===== src/include/abrm_pkg.sv =====
// Package with constants and carrier types for the access bank remap block
//
// Overview of operation
// (RQ1) Lower access bank is remapped only while the extended set is on; otherwise 00h-7Fh is Bank 0.
// (RQ2) In indexed literal offset mode access offsets 00h-5Fh map to pointer two through pointer two plus 95.
// (RQ3) Only the indexed literal offset operand form is remapped; all other forms see the normal map.
// (RQ4) With the access bit set the address is the bank select register joined to the operand.
// (RQ5) Explicit indirect operands, including those on pointer two, pass through unchanged.
// (RQ6) Access operands above 05Fh use the normal access bank map even in indexed mode.
// (RQ7) Bank select behaviour for direct addressing is the same with the extended set on or off.
// (RQ8) Window address is the full pointer plus the zero-extended offset, cut to address width.
package abrm_pkg;

   localparam int ADDR_W     = 12;
   localparam int OPND_W     = 8;
   localparam int BANK_W     = 4;

   // Access bank boundaries
   localparam logic [7:0] WIN_LAST_OFS   = 8'h5f;
   localparam logic [7:0] ACC_SPLIT      = 8'h80;
   localparam logic [BANK_W-1:0] SFR_BANK = 4'hf;
   localparam logic [BANK_W-1:0] LOW_BANK = 4'h0;

   // Register offsets (byte addresses)
   localparam logic [7:0] OFS_CTRL   = 8'h00;
   localparam logic [7:0] OFS_BANK   = 8'h04;
   localparam logic [7:0] OFS_PTR2   = 8'h08;
   localparam logic [7:0] OFS_STAT   = 8'h0c;

   // Control register field positions
   localparam int CTRL_EXT_BIT = 0;

   // Reset values
   localparam logic [31:0] CTRL_RST  = 32'h0000_0000;
   localparam logic [BANK_W-1:0] BANK_RST = 4'h0;
   localparam logic [ADDR_W-1:0] PTR2_RST = 12'h000;

   // AXI response codes
   localparam logic [1:0] RESP_OKAY   = 2'h0;
   localparam logic [1:0] RESP_SLVERR = 2'h2;

   // Operand forms from the decoder
   typedef enum logic [1:0] {
      ABRM_FORM_DIRECT  = 2'h0,
      ABRM_FORM_INDEXED = 2'h1,
      ABRM_FORM_INDIR   = 2'h2
   } abrm_form_t;

   // Which mapping produced the address
   typedef enum logic [3:0] {
      ABRM_MAP_LOW    = 4'h1,
      ABRM_MAP_SFR    = 4'h2,
      ABRM_MAP_BANKED = 4'h4,
      ABRM_MAP_WINDOW = 4'h8
   } abrm_map_t;

   // Operand request from the decoder
   typedef struct packed {
      logic                  valid;
      abrm_form_t            form;
      logic                  access_bit;
      logic [OPND_W-1:0]     operand;
      logic [ADDR_W-1:0]     indir_addr;
   } abrm_req_t;

   // Resolved data memory address
   typedef struct packed {
      logic                  valid;
      abrm_map_t             map;
      logic [ADDR_W-1:0]     addr;
   } abrm_rsp_t;

endpackage


===== src/rtl/abrm_map.sv =====
// Combinational address mapper for access bank operands
`timescale 1ns/1ps
module abrm_map (
   // Operand in
   input  wire abrm_pkg::abrm_req_t           req,
   // Mapping state
   input  wire logic                          ext_on,
   input  wire logic [abrm_pkg::BANK_W-1:0]   bank_sel,
   input  wire logic [abrm_pkg::ADDR_W-1:0]   ptr_two,
   // Result
   output abrm_pkg::abrm_rsp_t                rsp
);

   // Operand class decode
   wire in_window  = req.operand <= abrm_pkg::WIN_LAST_OFS;
   wire low_half   = req.operand < abrm_pkg::ACC_SPLIT;
   wire use_window = ext_on && req.form == abrm_pkg::ABRM_FORM_INDEXED
                     && !req.access_bit && in_window; // RQ1 RQ3 RQ6
   wire is_indir   = req.form == abrm_pkg::ABRM_FORM_INDIR;

   // Candidate addresses
   wire [abrm_pkg::ADDR_W-1:0] win_addr =
      abrm_pkg::ADDR_W'(ptr_two + {{(abrm_pkg::ADDR_W-abrm_pkg::OPND_W){1'b0}}, req.operand}); // RQ8
   wire [abrm_pkg::ADDR_W-1:0] bank_addr = {bank_sel, req.operand}; // RQ4 RQ7
   wire [abrm_pkg::ADDR_W-1:0] acc_addr  =
      {low_half ? abrm_pkg::LOW_BANK : abrm_pkg::SFR_BANK, req.operand}; // RQ1 RQ6

   // Selection
   assign rsp.valid = req.valid;
   assign rsp.addr  = is_indir       ? req.indir_addr :  // RQ5
                      req.access_bit ? bank_addr :        // RQ4
                      use_window     ? win_addr  :        // RQ2
                                       acc_addr;          // RQ3
   assign rsp.map   = (is_indir || req.access_bit) ? abrm_pkg::ABRM_MAP_BANKED :
                      use_window ? abrm_pkg::ABRM_MAP_WINDOW :
                      low_half   ? abrm_pkg::ABRM_MAP_LOW : abrm_pkg::ABRM_MAP_SFR;

endmodule


===== src/rtl/abrm_top.sv =====
// Access bank remap block with AXI4-Lite control registers
`timescale 1ns/1ps
module abrm_top (
   // Clock and reset
   input  wire logic                        SYS_CLK,
   input  wire logic                        NRST,
   // Operand request from decoder
   input  wire abrm_pkg::abrm_req_t         REQ,
   // Resolved address to data memory
   output abrm_pkg::abrm_rsp_t              RSP,
   // AXI4-Lite write address
   input  wire logic                        AWVALID,
   output logic                             AWREADY,
   input  wire logic [7:0]                  AWADDR,
   // AXI4-Lite write data
   input  wire logic                        WVALID,
   output logic                             WREADY,
   input  wire logic [31:0]                 WDATA,
   input  wire logic [3:0]                  WSTRB,
   // AXI4-Lite write response
   output logic                             BVALID,
   input  wire logic                        BREADY,
   output logic [1:0]                       BRESP,
   // AXI4-Lite read address
   input  wire logic                        ARVALID,
   output logic                             ARREADY,
   input  wire logic [7:0]                  ARADDR,
   // AXI4-Lite read data
   output logic                             RVALID,
   input  wire logic                        RREADY,
   output logic [31:0]                      RDATA,
   output logic [1:0]                       RRESP
);

   ////////////////////////////////////////////////////////////////////////////
   // Registers
   // Mapping state is written only over the bus; the status pair records
   // the last valid mapping so software can see what the mapper chose.
   // Nothing here is cleared by the mapper itself.
   logic                              ext_r;
   logic [abrm_pkg::BANK_W-1:0]       bank_r;
   logic [abrm_pkg::ADDR_W-1:0]       ptr2_r;
   abrm_pkg::abrm_map_t               last_map_r;
   logic [abrm_pkg::ADDR_W-1:0]       last_addr_r;
   abrm_pkg::abrm_rsp_t               rsp_r;
   logic                              aw_got_r;
   logic                              w_got_r;
   logic [7:0]                        aw_addr_r;
   logic [31:0]                       w_data_r;
   logic [3:0]                        w_strb_r;
   abrm_pkg::abrm_rsp_t               map_out;

   ////////////////////////////////////////////////////////////////////////////
   // Address mapper
   // Purely combinational; its result is registered below so that every
   // output toward the data memory leaves a flip-flop.
   // Bus writes reach it only through the control registers.
   abrm_map u_map (
      .req      (REQ),
      .ext_on   (ext_r),
      .bank_sel (bank_r),
      .ptr_two  (ptr2_r),
      .rsp      (map_out)
   );

   // Registered result toward the data memory
   // The valid bit follows the request; status only tracks valid beats
   always_ff @(posedge SYS_CLK or negedge NRST) begin
      if (!NRST) begin
         rsp_r       <= '0;
         last_map_r  <= abrm_pkg::ABRM_MAP_LOW;
         last_addr_r <= '0;
      end else begin
         rsp_r <= map_out; // RQ2
         if (map_out.valid) begin
            last_map_r  <= map_out.map;
            last_addr_r <= map_out.addr;
         end
      end
   end
   // Result leaves the block from the register
   assign RSP = rsp_r;

   ////////////////////////////////////////////////////////////////////////////
   // Write channel capture, address and data in either order
   // Each half waits in its own flag until the other arrives; the register
   // update and the response then happen together, so a late data beat
   // never pairs with a stale address.
   // Both readies stay low until the response is taken: one write at a time.
   wire aw_take  = AWVALID && AWREADY;
   wire w_take   = WVALID && WREADY;
   wire b_take   = BVALID && BREADY;
   wire wr_fire  = aw_got_r && w_got_r && !BVALID;
   wire wr_ctrl  = aw_addr_r == abrm_pkg::OFS_CTRL;
   wire wr_bank  = aw_addr_r == abrm_pkg::OFS_BANK;
   wire wr_ptr2  = aw_addr_r == abrm_pkg::OFS_PTR2;
   wire wr_stat  = aw_addr_r == abrm_pkg::OFS_STAT;
   wire wr_hit   = wr_ctrl || wr_bank || wr_ptr2 || wr_stat;
   wire [31:0] ptr_word = {20'h00000, 12'(ptr2_r)};
   wire [31:0] ptr_new;

   // Byte lane merge for the pointer; lanes without a strobe keep old bits
   genvar lane;
   generate
      for (lane = 0; lane < 4; lane = lane + 1) begin : g_lane
         assign ptr_new[8*lane +: 8] = w_strb_r[lane] ? w_data_r[8*lane +: 8] :
                                                        ptr_word[8*lane +: 8];
      end
   endgenerate

   // Write address side; ready comes back only after the response is taken
   always_ff @(posedge SYS_CLK or negedge NRST) begin
      if (!NRST) begin
         aw_got_r  <= 1'b0;
         aw_addr_r <= 8'h00;
         AWREADY   <= 1'b1;
      end else begin
         if (aw_take) begin
            aw_got_r  <= 1'b1;
            aw_addr_r <= AWADDR;
            AWREADY   <= 1'b0;
         end
         if (wr_fire)
            aw_got_r <= 1'b0;
         if (b_take)
            AWREADY <= 1'b1;
      end
   end

   // Write data side; data and strobes stay frozen until the update
   always_ff @(posedge SYS_CLK or negedge NRST) begin
      if (!NRST) begin
         w_got_r  <= 1'b0;
         w_data_r <= 32'h0000_0000;
         w_strb_r <= 4'h0;
         WREADY   <= 1'b1;
      end else begin
         if (w_take) begin
            w_got_r  <= 1'b1;
            w_data_r <= WDATA;
            w_strb_r <= WSTRB;
            WREADY   <= 1'b0;
         end
         if (wr_fire)
            w_got_r <= 1'b0;
         if (b_take)
            WREADY <= 1'b1;
      end
   end

   // Write response; unmapped offsets answer with a slave error
   always_ff @(posedge SYS_CLK or negedge NRST) begin
      if (!NRST) begin
         BVALID <= 1'b0;
         BRESP  <= abrm_pkg::RESP_OKAY;
      end else begin
         if (wr_fire) begin
            BVALID <= 1'b1;
            BRESP  <= wr_hit ? abrm_pkg::RESP_OKAY : abrm_pkg::RESP_SLVERR;
         end
         if (b_take)
            BVALID <= 1'b0;
      end
   end

   // Control registers steering the mapper
   // Updates land on the edge that raises the response, after both halves
   // Control and bank need lane 0; the pointer merges lane by lane
   always_ff @(posedge SYS_CLK or negedge NRST) begin
      if (!NRST) begin
         ext_r  <= abrm_pkg::CTRL_RST[abrm_pkg::CTRL_EXT_BIT];
         bank_r <= abrm_pkg::BANK_RST;
         ptr2_r <= abrm_pkg::PTR2_RST;
      end else if (wr_fire) begin
         if (wr_ctrl && w_strb_r[0])
            ext_r <= w_data_r[abrm_pkg::CTRL_EXT_BIT]; // RQ1
         if (wr_bank && w_strb_r[0])
            bank_r <= w_data_r[abrm_pkg::BANK_W-1:0]; // RQ7
         if (wr_ptr2)
            ptr2_r <= ptr_new[abrm_pkg::ADDR_W-1:0]; // RQ8
      end
   end

   ////////////////////////////////////////////////////////////////////////////
   // Read channel
   // The address decodes straight off the bus; the word is latched at the
   // handshake so a write in flight cannot change data already offered.
   // Unmapped offsets read as zero with a slave error.
   // Status is read-only; writes to it are accepted and dropped.
   wire rd_ctrl = ARADDR == abrm_pkg::OFS_CTRL;
   wire rd_bank = ARADDR == abrm_pkg::OFS_BANK;
   wire rd_ptr2 = ARADDR == abrm_pkg::OFS_PTR2;
   wire rd_stat = ARADDR == abrm_pkg::OFS_STAT;
   wire rd_hit  = rd_ctrl || rd_bank || rd_ptr2 || rd_stat;
   wire [31:0] stat_word = {12'h000, 4'(last_map_r), 4'h0, last_addr_r};
   wire [31:0] rd_word   = rd_ctrl ? {31'h0000_0000, ext_r} :
                           rd_bank ? {28'h000_0000, bank_r} :
                           rd_ptr2 ? ptr_word :
                           rd_stat ? stat_word : 32'h0000_0000;

   // Read handshake; ready returns the cycle after the data is taken
   always_ff @(posedge SYS_CLK or negedge NRST) begin
      if (!NRST) begin
         ARREADY <= 1'b1;
         RVALID  <= 1'b0;
         RDATA   <= 32'h0000_0000;
         RRESP   <= abrm_pkg::RESP_OKAY;
      end else begin
         if (ARVALID && ARREADY) begin
            ARREADY <= 1'b0;
            RVALID  <= 1'b1;
            RDATA   <= rd_word;
            RRESP   <= rd_hit ? abrm_pkg::RESP_OKAY : abrm_pkg::RESP_SLVERR;
         end
         if (RVALID && RREADY) begin
            RVALID  <= 1'b0;
            ARREADY <= 1'b1;
         end
      end
   end

endmodule


===== config.mk =====
export PLATFORM = sky130hd
export DESIGN_NAME = abrm_top
export DESIGN_NICKNAME = d
export VERILOG_FILES = /design/src/include/abrm_pkg.sv /design/src/rtl/abrm_map.sv /design/src/rtl/abrm_top.sv
export SDC_FILE = /design/constraint.sdc
export NUM_CORES = 1
export LEC_CHECK = 0
export ABC_AREA = 1
export CAP_MARGIN = 20
export CELL_PAD_IN_SITES_DETAIL_PLACEMENT = 0
export CELL_PAD_IN_SITES_GLOBAL_PLACEMENT = 1
export CORE_MARGIN = 2
export CORE_UTILIZATION = 46
export CTS_CLUSTER_DIAMETER = 80
export DETAILED_ROUTE_END_ITERATION = 8
export DONT_BUFFER_PORTS = 1
export PLACE_DENSITY_LB_ADDON = 0.1
export SLEW_MARGIN = 20
export SYNTH_ARGS = -nofsm -noshare
export SYNTH_HDL_FRONTEND = slang
export SYNTH_SLANG_ARGS = --single-unit

===== constraint.sdc =====
create_clock -name SYS_CLK -period 1.91 [get_ports SYS_CLK]
set_input_delay 0.191 -clock SYS_CLK [delete_from_list [all_inputs] [get_ports SYS_CLK]]
set_output_delay 0.191 -clock SYS_CLK [all_outputs]
set_load 0.005 [all_outputs]

==> results of run 1 <==
-- repair_timing --
action	in CTS	in global routing
cloned	0	0
buffers inserted	0	8
hold endpoints to repair	150	109
gates resized for setup	2	33
pin swaps	0	5
endpoints found under the setup margin	2	17
-- cells in the final DEF (no fill, tap or decap), types with 2 or more instances in the layout --
cell,instances
xnor2_1,2
nor2_4,4
or2_4,2
dlygate4sd3_1,43
nand3_2,3
nor4_1,2
nand3_1,29
conb_1,18
dfstp_2,4
o21ai_1,16
ha_4,6
buf_4,26
a31oi_1,2
o21ai_0,61
nand2_2,5
nor2_2,4
a21oi_2,7
xor2_1,3
nor2_1,25
inv_1,64
nand2_1,160
a21oi_1,15
o211ai_1,3
nand4_1,4
dfrtp_1,93
inv_2,3
clkbuf_8,10
nor4_4,3
-- through the flow --
stage,instances,area (sq um)
5_1_grt,766,5670
3_5_place_dp,700,4860
6_report,766,5670
4_1_cts,758,5470
3_3_place_gp,700,4860
2_1_floorplan,583,4780
-- layout make-up --
| cell class | instances | area, sq um | share of cell area (%) |
|---|---|---|---|
| flip-flops and latches | 97 | 2430 | 42.9 |
| multi-input cells | 384 | 2010 | 35.6 |
| repair buffers | 69 | 626 | 11.0 |
| inverters | 68 | 255 | 4.51 |
| well taps | 133 | 166 | 2.94 |
| clock buffers | 11 | 141 | 2.50 |
| clock inverters | 4 | 30.0 | 0.530 |
-- worst register-to-register path, stage by stage, from the launching register on --
cell and delay, ns:
dfrtp_1 0.37, ha_2 0.19, inv_2 0.04, fa_2 0.37, nor2_4 0.14, nor2_2 0.06
o211ai_1 0.16, nand3_1 0.10, a21oi_2 0.21, nand2_1 0.07, o21ai_1 0.07
-- layer usage --
layer,global-route usage (%),up-vias
met5,0,-
met4,7.62,0
met3,5.69,19
met2,34.9,102
met1,29.1,1775
li1,-,1902
-- final timing paths --
| kind | start | endpoint | cells past startpoint |
|---|---|---|---|
| min | NRST | last_addr_r[10] | 0 |
| max in group asynchronous | NRST | WREADY | 0 |
| min reg2reg | aw_addr_r[6] | aw_addr_r[6] | 2 |
| max | ptr2_r[0] | last_addr_r[6] | 10 |
| max reg2reg | ptr2_r[0] | last_addr_r[6] | 10 |
| min in group SYS_CLK | REQ[23] | RSP[16] | 0 |
-- where the power goes --
group	switching, uW	internal [uW]
sequential	258	2490
combinational	725	526
clock	718	507
-- cell families (layout without fill, tap and decap cells) --
group | after synthesis | in the layout | share of synthesized area, %
buffers and inverters | 102 | 152 | 10.2
AO/OA/AOI/OAI | 107 | 107 | 11.7
AND/OR/NAND/NOR | 245 | 245 | 23.0
flip-flops | 97 | 97 | 51.5
adder cells (fa/ha/maj) | 9 | 9 | 2.54
XOR/XNOR | 5 | 5 | 0.928
other | 1 | 18 | 0.0794
-- state kept, by name (all words and copies together), names as in the netlist, 2 cells and up --
signal	count
ptr2_r	12
bank_r	4
aw_addr_r	8
last_addr_r	12
w_strb_r	2
RSP	17
w_data_r	12
last_map_r	4
RDATA	16
==> results by group, run 1 <==
Min path
  – Type of the worst min-delay path: primary input to async pin

Timing
  – Final Max Tran Viols: 0
  – Minimum hold slack: -0.514 ns
  – Hold violation total from the final report: between 100 and 150
  – Worst slew margin relative to its limit: approximately three fifths
  – Clock Skews: 0.0153 ns
  – Setup repair after global routing missed its margin: yes
  – Minimum clock period: roughly 1.8 ns
  – Achievable clock frequency: roughly 540 MHz
  – Final cycle utilization of the critical path: between 90 and 100%
  – Final-report setup violation count: 0
  – Slew @ Worst Pin: just under 0.6 ns
  – Minimum setup slack in the final design: 0.0647 ns
  – Setup_tns: 0 ns

Final layout
  – Layout cells sized above 1: a little over an eighth
  – Area Growth Syn to Fin: 20.0%
  – Number of diodes added for antenna fixing: 0
  – Fin nets: a little over 700
  – Utilization after layout: between 50% and 60%
  – Fill count: around 900

Setup path
  – Number of buffer and inverter instances along the worst setup path: 1
  – Crit-path max cell delay: about 0.37 ns
  – Cell chain of the critical path: ha_2, inv_2, fa_2, nor2_4, nor2_2, o211ai_1, nand3_1, a21oi_2, nand2_1, o21ai_1
  – Register-to-register path setup slack: about 0.065 ns
  – Critical Path Fanout Max: 3
  – Family with the most delay on the worst path: adder cells
  – Sort of element at the start of the critical path: flip-flop
  – Worst-path cell with the longest stage delay: dfrtp_1
  – Required time of the worst setup path: 2.23 ns
  – Classification of the worst setup path: flip-flop to flip-flop
  – Arrival time of the worst setup path: around 2.2 ns
  – Crit. End Element: flip-flop

Global routing
  – Leftover overflow at the end of global routing: 0
  – Overall global routing resource usage: between 20 and 25%
  – Maximum number of pins on one net before global-route repair: 98
  – Global-route wire length before repair: about 19000 um
  – Initial antenna violation count: 0
  – Via count of the first global-routing pass: 3771

Outcome
  – Failing checks: negative hold slack
  – Outcome: finished with violations

Drt
  – Via density per instance: just under 5
  – Uppermost layer routed: met4
  – Final routed DRC violation total: 0
  – Final wirelength: ~12000 um
  – Per-cell routed wire length: about 15 um
  – Pre-antenna DRT Iters: 4
  – Overall via count from detail_route: between 3000 and 4000
  – First-iteration detailed-routing DRC count: approximately 160
  – Met2 WL post-DR: 5540 um
  – Residual antenna-violating net count after detailed routing: 0
  – Detailed-routed wire length on met3: ~630 um
  – Routed met1 length: ~5400 um

CTS
  – Number of levels the H-tree was split into: 3
  – CTS tree: yes
  – Quantity of hold-fixing buffers added after cts: 43
  – Number of buffers created by CTS: 9
  – Buffer cell driving the clock tree root: clkbuf_8
  – Maximum root-to-sink buffer count: 2
  – Later-pin clock latency in the skew report: about 0.39 ns
  – TritonCTS sink count: 97
  – Clock-pin slew on the worst setup and hold paths: roughly 0.1 ns

Placement
  – Number of port buffers: 0
  – Worst setup timing slack at the placement stage: -0.0360 ns
  – Final RePlAce weighted congestion: just over 0.8
  – Sum of net half-perimeters after detailed placement: 8520 um

Synth
  – Summed instance area of the synthesized netlist: approximately 4700 sq um
  – Most common library cells after synthesis: nand2_1, dfrtp_1, o21ai_0
  – Share of Yosys cell area claimed by the top area cell type: between 40% and 50%
  – Number of instances in the synthesized netlist: 566
  – Avg Cell Area, Syn: 8.34 sq um
  – Number of storage elements in the synthesis netlist: 97
  – Number of flops mapped to enable cells by yosys: 0
  – Post-synthesis sequential area ratio: roughly half
  – Synth unique cells: 38
  – Largest area contributor in the netlist: dfrtp_1
  – Most common flop cell mapped by yosys: dfrtp_1
  – Most used standard cell by instance count after synthesis: nand2_1
  – Cell types occupying the most area after synthesis: dfrtp_1, nand2_1, o21ai_0, inv_1, nand3_1
  – Fraction of synthesis flops using an asynchronous set or reset pin: 100%
  – Number of synthesis warnings: 0

Power
  – Pwr Density: around 920 nW/um^2
  – PnR Total Power: between 5000 and 6000 uW
  – Leakage component of the power: 0.00268 uW
  – Peak VDD IR: just over 0.0006 V

Die
  – Top Ports: 141
  – Row cnt: 36
  – Initial standard-cell utilization of the core: a little under half
  – Area of the core: 9860 sq um
  – Die width: approximately 110 um
  – Vert. Die Dim: 105 um
  – Full die area: around 11000 sq um

Run
  – Number of maximum-capacitance constraint violations: 0
Note: power is estimated with default switching activity, not from simulation.
==> inputs of run 2 (changes only) <==
--- a/config.mk
+++ b/config.mk
@@ -5,12 +5,11 @@
 export SDC_FILE = /design/constraint.sdc
 export NUM_CORES = 1
 export LEC_CHECK = 0
-export ABC_AREA = 1
 export CAP_MARGIN = 20
 export CELL_PAD_IN_SITES_DETAIL_PLACEMENT = 0
 export CELL_PAD_IN_SITES_GLOBAL_PLACEMENT = 1
 export CORE_MARGIN = 2
-export CORE_UTILIZATION = 46
+export CORE_UTILIZATION = 49
 export CTS_CLUSTER_DIAMETER = 80
 export DETAILED_ROUTE_END_ITERATION = 8
 export DONT_BUFFER_PORTS = 1
==> run 2 against run 1 <==
Against the previous run:
- the run ends with negative hold slack, negative setup slack left
- utilization is 8.1 points higher
- clock-buffer cell count is 1 lower
- non-clock buffer count is 17 higher
- clock skew is 0.0049 ns higher
- synthesized area is 3.8% lower
- routed wire length is 7.6% lower
- synthesized cell count is 32% lower
- design area is 5.4% higher
- sequential cell count stayed put
- critical path depth is 4 lower
- worst setup slack worse by 0.30 ns
- critical endpoint is now ptr2_r[2]
- largest power group unchanged
- highest routed layer unchanged
==> results by group, run 2 <==
CTS
  – Clock-pin slew on the worst setup and hold paths: 0.10 ns (about the same)
  – Quantity of hold-fixing buffers added after cts: 39 (was 43)
  – CTS tree: yes (unchanged)
  – TritonCTS sink count: 97 (unchanged)
  – Number of buffers created by CTS: 9 (unchanged)
  – Number of levels the H-tree was split into: 3 (unchanged)
  – Buffer cell driving the clock tree root: clkbuf_8 (unchanged)
  – Later-pin clock latency in the skew report: 0.36 ns (was 0.39 ns)
  – Maximum root-to-sink buffer count: 2 (unchanged)

Die
  – Vert. Die Dim: 100 um (was 105 um)
  – Initial standard-cell utilization of the core: 49.9% (was 47.9%)
  – Area of the core: 9110 sq um (was 9860 sq um)
  – Top Ports: 141 (unchanged)
  – Full die area: 10100 sq um (was 11100 sq um)
  – Row cnt: 35 (was 36)
  – Die width: 100 um (was 105 um)

Setup path
  – Classification of the worst setup path: flip-flop to flip-flop (unchanged)
  – Critical Path Fanout Max: 8 (was 3)
  – Arrival time of the worst setup path: 2.39 ns (was 2.16 ns)
  – Critical path startpoint: aw_addr_r[1] (was ptr2_r[0])
  – Register-to-register path setup slack: -0.23 ns (was 0.06 ns)
  – Crit. End Element: flip-flop (unchanged)
  – Sort of element at the start of the critical path: flip-flop (unchanged)
  – Required time of the worst setup path: 2.16 ns (was 2.23 ns)
  – R2R cell count: 6 (was 10)
  – Last element of the critical path: ptr2_r[2] (was last_addr_r[6])
  – R2r startpoint: aw_addr_r[1] (was ptr2_r[0])
  – Endpoint of the most critical register-to-register path: ptr2_r[2] (was last_addr_r[6])

Final layout
  – Max FFs per register: 17 (unchanged)
  – Layout cells sized above 1: 33.8% (was 13.6%)
  – Non-filler instance count after layout: 587 (was 766)
  – Area Growth Syn to Fin: 31.4% (was 20.0%)
  – Commonest non-fill, non-tap cell in the layout: dfrtp_1 (was nand2_1)
  – Number of diodes added for antenna fixing: 0 (unchanged)
  – Top library cells by usage in the layout, fill and taps aside: dfrtp_1, mux2_2, dlygate4sd3_1 (was nand2_1, dfrtp_1, inv_1)
  – Fin nets: 563 (was 721)

Power
  – Pwr Density: 946 nW/um^2 (was 923 nW/um^2)
  – Switching power of the nets: 1480 uW (was 1700 uW)
  – Peak VDD IR: 0.000662 V (was 0.000610 V)
  – Switching fraction of total power: 26.1% (was 32.5%)
  – Share of total power in combinational logic: 20.1% (was 23.9%)
  – Internal power component: 4170 uW (was 3530 uW)
  – Part of the total power dissipated in the clock network: 30.8% (was 23.4%)
  – Register share of total power: 49.2% (was 52.6%)
  – Leakage component of the power: 0.00262 uW (was 0.00268 uW)

Timing
  – Setup repair after global routing missed its margin: yes (unchanged)
  – Worst slew margin relative to its limit: 61.3% (was 60.8%)
  – Hold violation total from the final report: 97 (was 109)
  – Final cycle utilization of the critical path: 112% (was 96.6%)
  – Final Max Tran Viols: 0 (unchanged)
  – Minimum clock period: 2.14 ns (was 1.85 ns)
  – Minimum setup slack in the final design: -0.231 ns (was 0.0647 ns)
  – Setup_tns: -4.21 ns (was 0 ns)
  – Slew @ Worst Pin: 0.579 ns (was 0.584 ns)
  – Minimum hold slack: -0.490 ns (was -0.514 ns)
  – Achievable clock frequency: 467 MHz (was 542 MHz)
  – Clock Skews: 0.0203 ns (was 0.0153 ns)
  – Final-report setup violation count: 29 (was 0)

Synth
  – Avg Cell Area, Syn: 11.8 sq um (was 8.34 sq um)
  – Most common flop cell mapped by yosys: dfrtp_1 (unchanged)
  – Number of instances in the synthesized netlist: 386 (was 566)
  – Most common library cells after synthesis: dfrtp_1, mux2_2, nand2_1 (was nand2_1, dfrtp_1, o21ai_0)
  – Number of flops mapped to enable cells by yosys: 0 (unchanged)
  – Synth unique cells: 60 (was 38)
  – Largest area contributor in the netlist: dfrtp_1 (unchanged)
  – Summed instance area of the synthesized netlist: 4540 sq um (was 4720 sq um)
  – Most used standard cell by instance count after synthesis: dfrtp_1 (was nand2_1)
  – Number of synthesis warnings: 0 (unchanged)
  – Post-synthesis sequential area ratio: 53.5% (was 51.5%)
  – Cell types occupying the most area after synthesis: dfrtp_1, mux2_2, buf_4, o21ai_0, nand2_1 (was dfrtp_1, nand2_1, o21ai_0, inv_1, nand3_1)
  – Number of storage elements in the synthesis netlist: 97 (unchanged)
  – Fraction of synthesis flops using an asynchronous set or reset pin: 100% (unchanged)
  – Share of Yosys cell area claimed by the top area cell type: 51.2% (was 49.3%)

Outcome
  – Outcome: finished with violations (unchanged)
  – Failing checks: negative hold slack, negative setup slack (was negative hold slack)

Drt
  – Final routed DRC violation total: 0 (unchanged)
  – Pre-antenna DRT Iters: 4 (unchanged)
  – First-iteration detailed-routing DRC count: 83 (was 162)
  – Via density per instance: 5.49 (was 4.96)
  – Residual antenna-violating net count after detailed routing: 0 (unchanged)
  – Overall via count from detail_route: 3221 (was 3798)
  – Final wirelength: 10900 um (was 11800 um)
  – Per-cell routed wire length: 18.6 um (was 15.4 um)

Run
  – Number of maximum-capacitance constraint violations: 0 (unchanged)

Global routing
  – Global-route wire length before repair: 17400 um (was 18900 um)
  – Leftover overflow at the end of global routing: 0 (unchanged)
  – Via count of the first global-routing pass: 3369 (was 3771)
  – Initial antenna violation count: 0 (unchanged)
  – Overall global routing resource usage: 22.5% (was 22.0%)
  – Maximum number of pins on one net before global-route repair: 98 (unchanged)

Placement
  – Count of placed standard cells including taps: 526 (was 700)
  – Final RePlAce weighted congestion: 0.856 (was 0.821)
  – Sum of net half-perimeters after detailed placement: 7690 um (was 8520 um)
  – Number of port buffers: 0 (unchanged)

Min path
  – Type of the worst min-delay path: primary input to async pin (unchanged)
[run 2: cell types whose count changed after synthesis, sizes merged, moves of 9 or more]
cell	delta
o21ai	-53
nand2	-132
nor2b	+9
mux2	+47
a21oi	-12
mux2i	+9
nand3	-29
nor2	-16
inv	-56
[run 2: metal layers]
| metal | global-route usage (%) | part of all wire, % | vias to the layer above |
|---|---|---|---|
| li1 | - | - | 1519 |
| met1 | 30.7 | 46 | 1600 |
| met2 | 35.7 | 48 | 87 |
| met3 | 5.08 | 5.0 | 15 |
| met4 | 7.69 | 1.6 | 0 |
| met5 | 0 | 0 | - |
[run 2: power by group through the flow]
stage	clock [uW]	combinational, uW	sequential, uW
5_1_grt	1850	1250	2840
2_1_floorplan	0	712	2720
3_3_place_gp	0	869	2790
4_1_cts	1760	1090	2770
6_report	1740	1130	2780
3_5_place_dp	0	899	2810
[run 2: cell families after synthesis]
group	Yosys count	synth area share, %
fa+ha+maj	9	2.64
buf+inv	40	4.79
compound gates	80	12.1
mux	57	14.1
flops	97	53.5
simple gates	97	11.8
xor+xnor	5	0.964
other cells	1	0.0825
[run 2: layout make-up]
class | count | area [sq um]
Multi-Input combinational cell | 266 | 2290
Clock buffer | 10 | 128
Tap cell | 111 | 139
Timing Repair Buffer | 86 | 801
Inverter | 11 | 41.3
Clock inverter | 6 | 139
Fill cell | 715 | 3140
Sequential cell | 97 | 2430
[run 2: how the worst min path moves through the flow]
stage               startpoint   endpoint  slack, ns  cells past startpoint
floorplan                 NRST   BRESP[1]      -0.10                      0
global placement          NRST  RDATA[10]      -0.10                      0
detailed placement        NRST   RDATA[6]      -0.10                      0
CTS                       NRST  RDATA[17]      -0.51                      0
global route              NRST  RDATA[17]      -0.52                      0
finish                    NRST     RVALID      -0.49                      0
[run 2: worst max-delay path, cell delays in order, from the launching register on]
cell and delay [ns]:
dfrtp_1 0.40, or4_4 0.56, nor4_4 0.22, nand2_2 0.14, nor3b_4 0.22, buf_12 0.16
mux2_2 0.32
[run 2: timing repair]
item,in CTS,in global routing
pin swaps,19,17
endpoints found under the hold margin,147,97
setup endpoints to repair,33,34
setup buffers,6,3
gates resized for setup,50,21
[run 2: stage by stage]
stage                     util (%)  hold WS [ns]  area [sq um]  total power [uW]  worst slack [ns]
after detailed placement      53.8        -0.102          4900              3710            -0.270
after floorplan                  -        -0.105          4620              3430            -0.120
after global routing          65.5        -0.520          5970              5940            -0.338
after global placement        53.8        -0.102          4900              3660            -0.215
after CTS                     64.3        -0.507          5860              5620            -0.245
final                         65.5        -0.490          5970              5640            -0.231
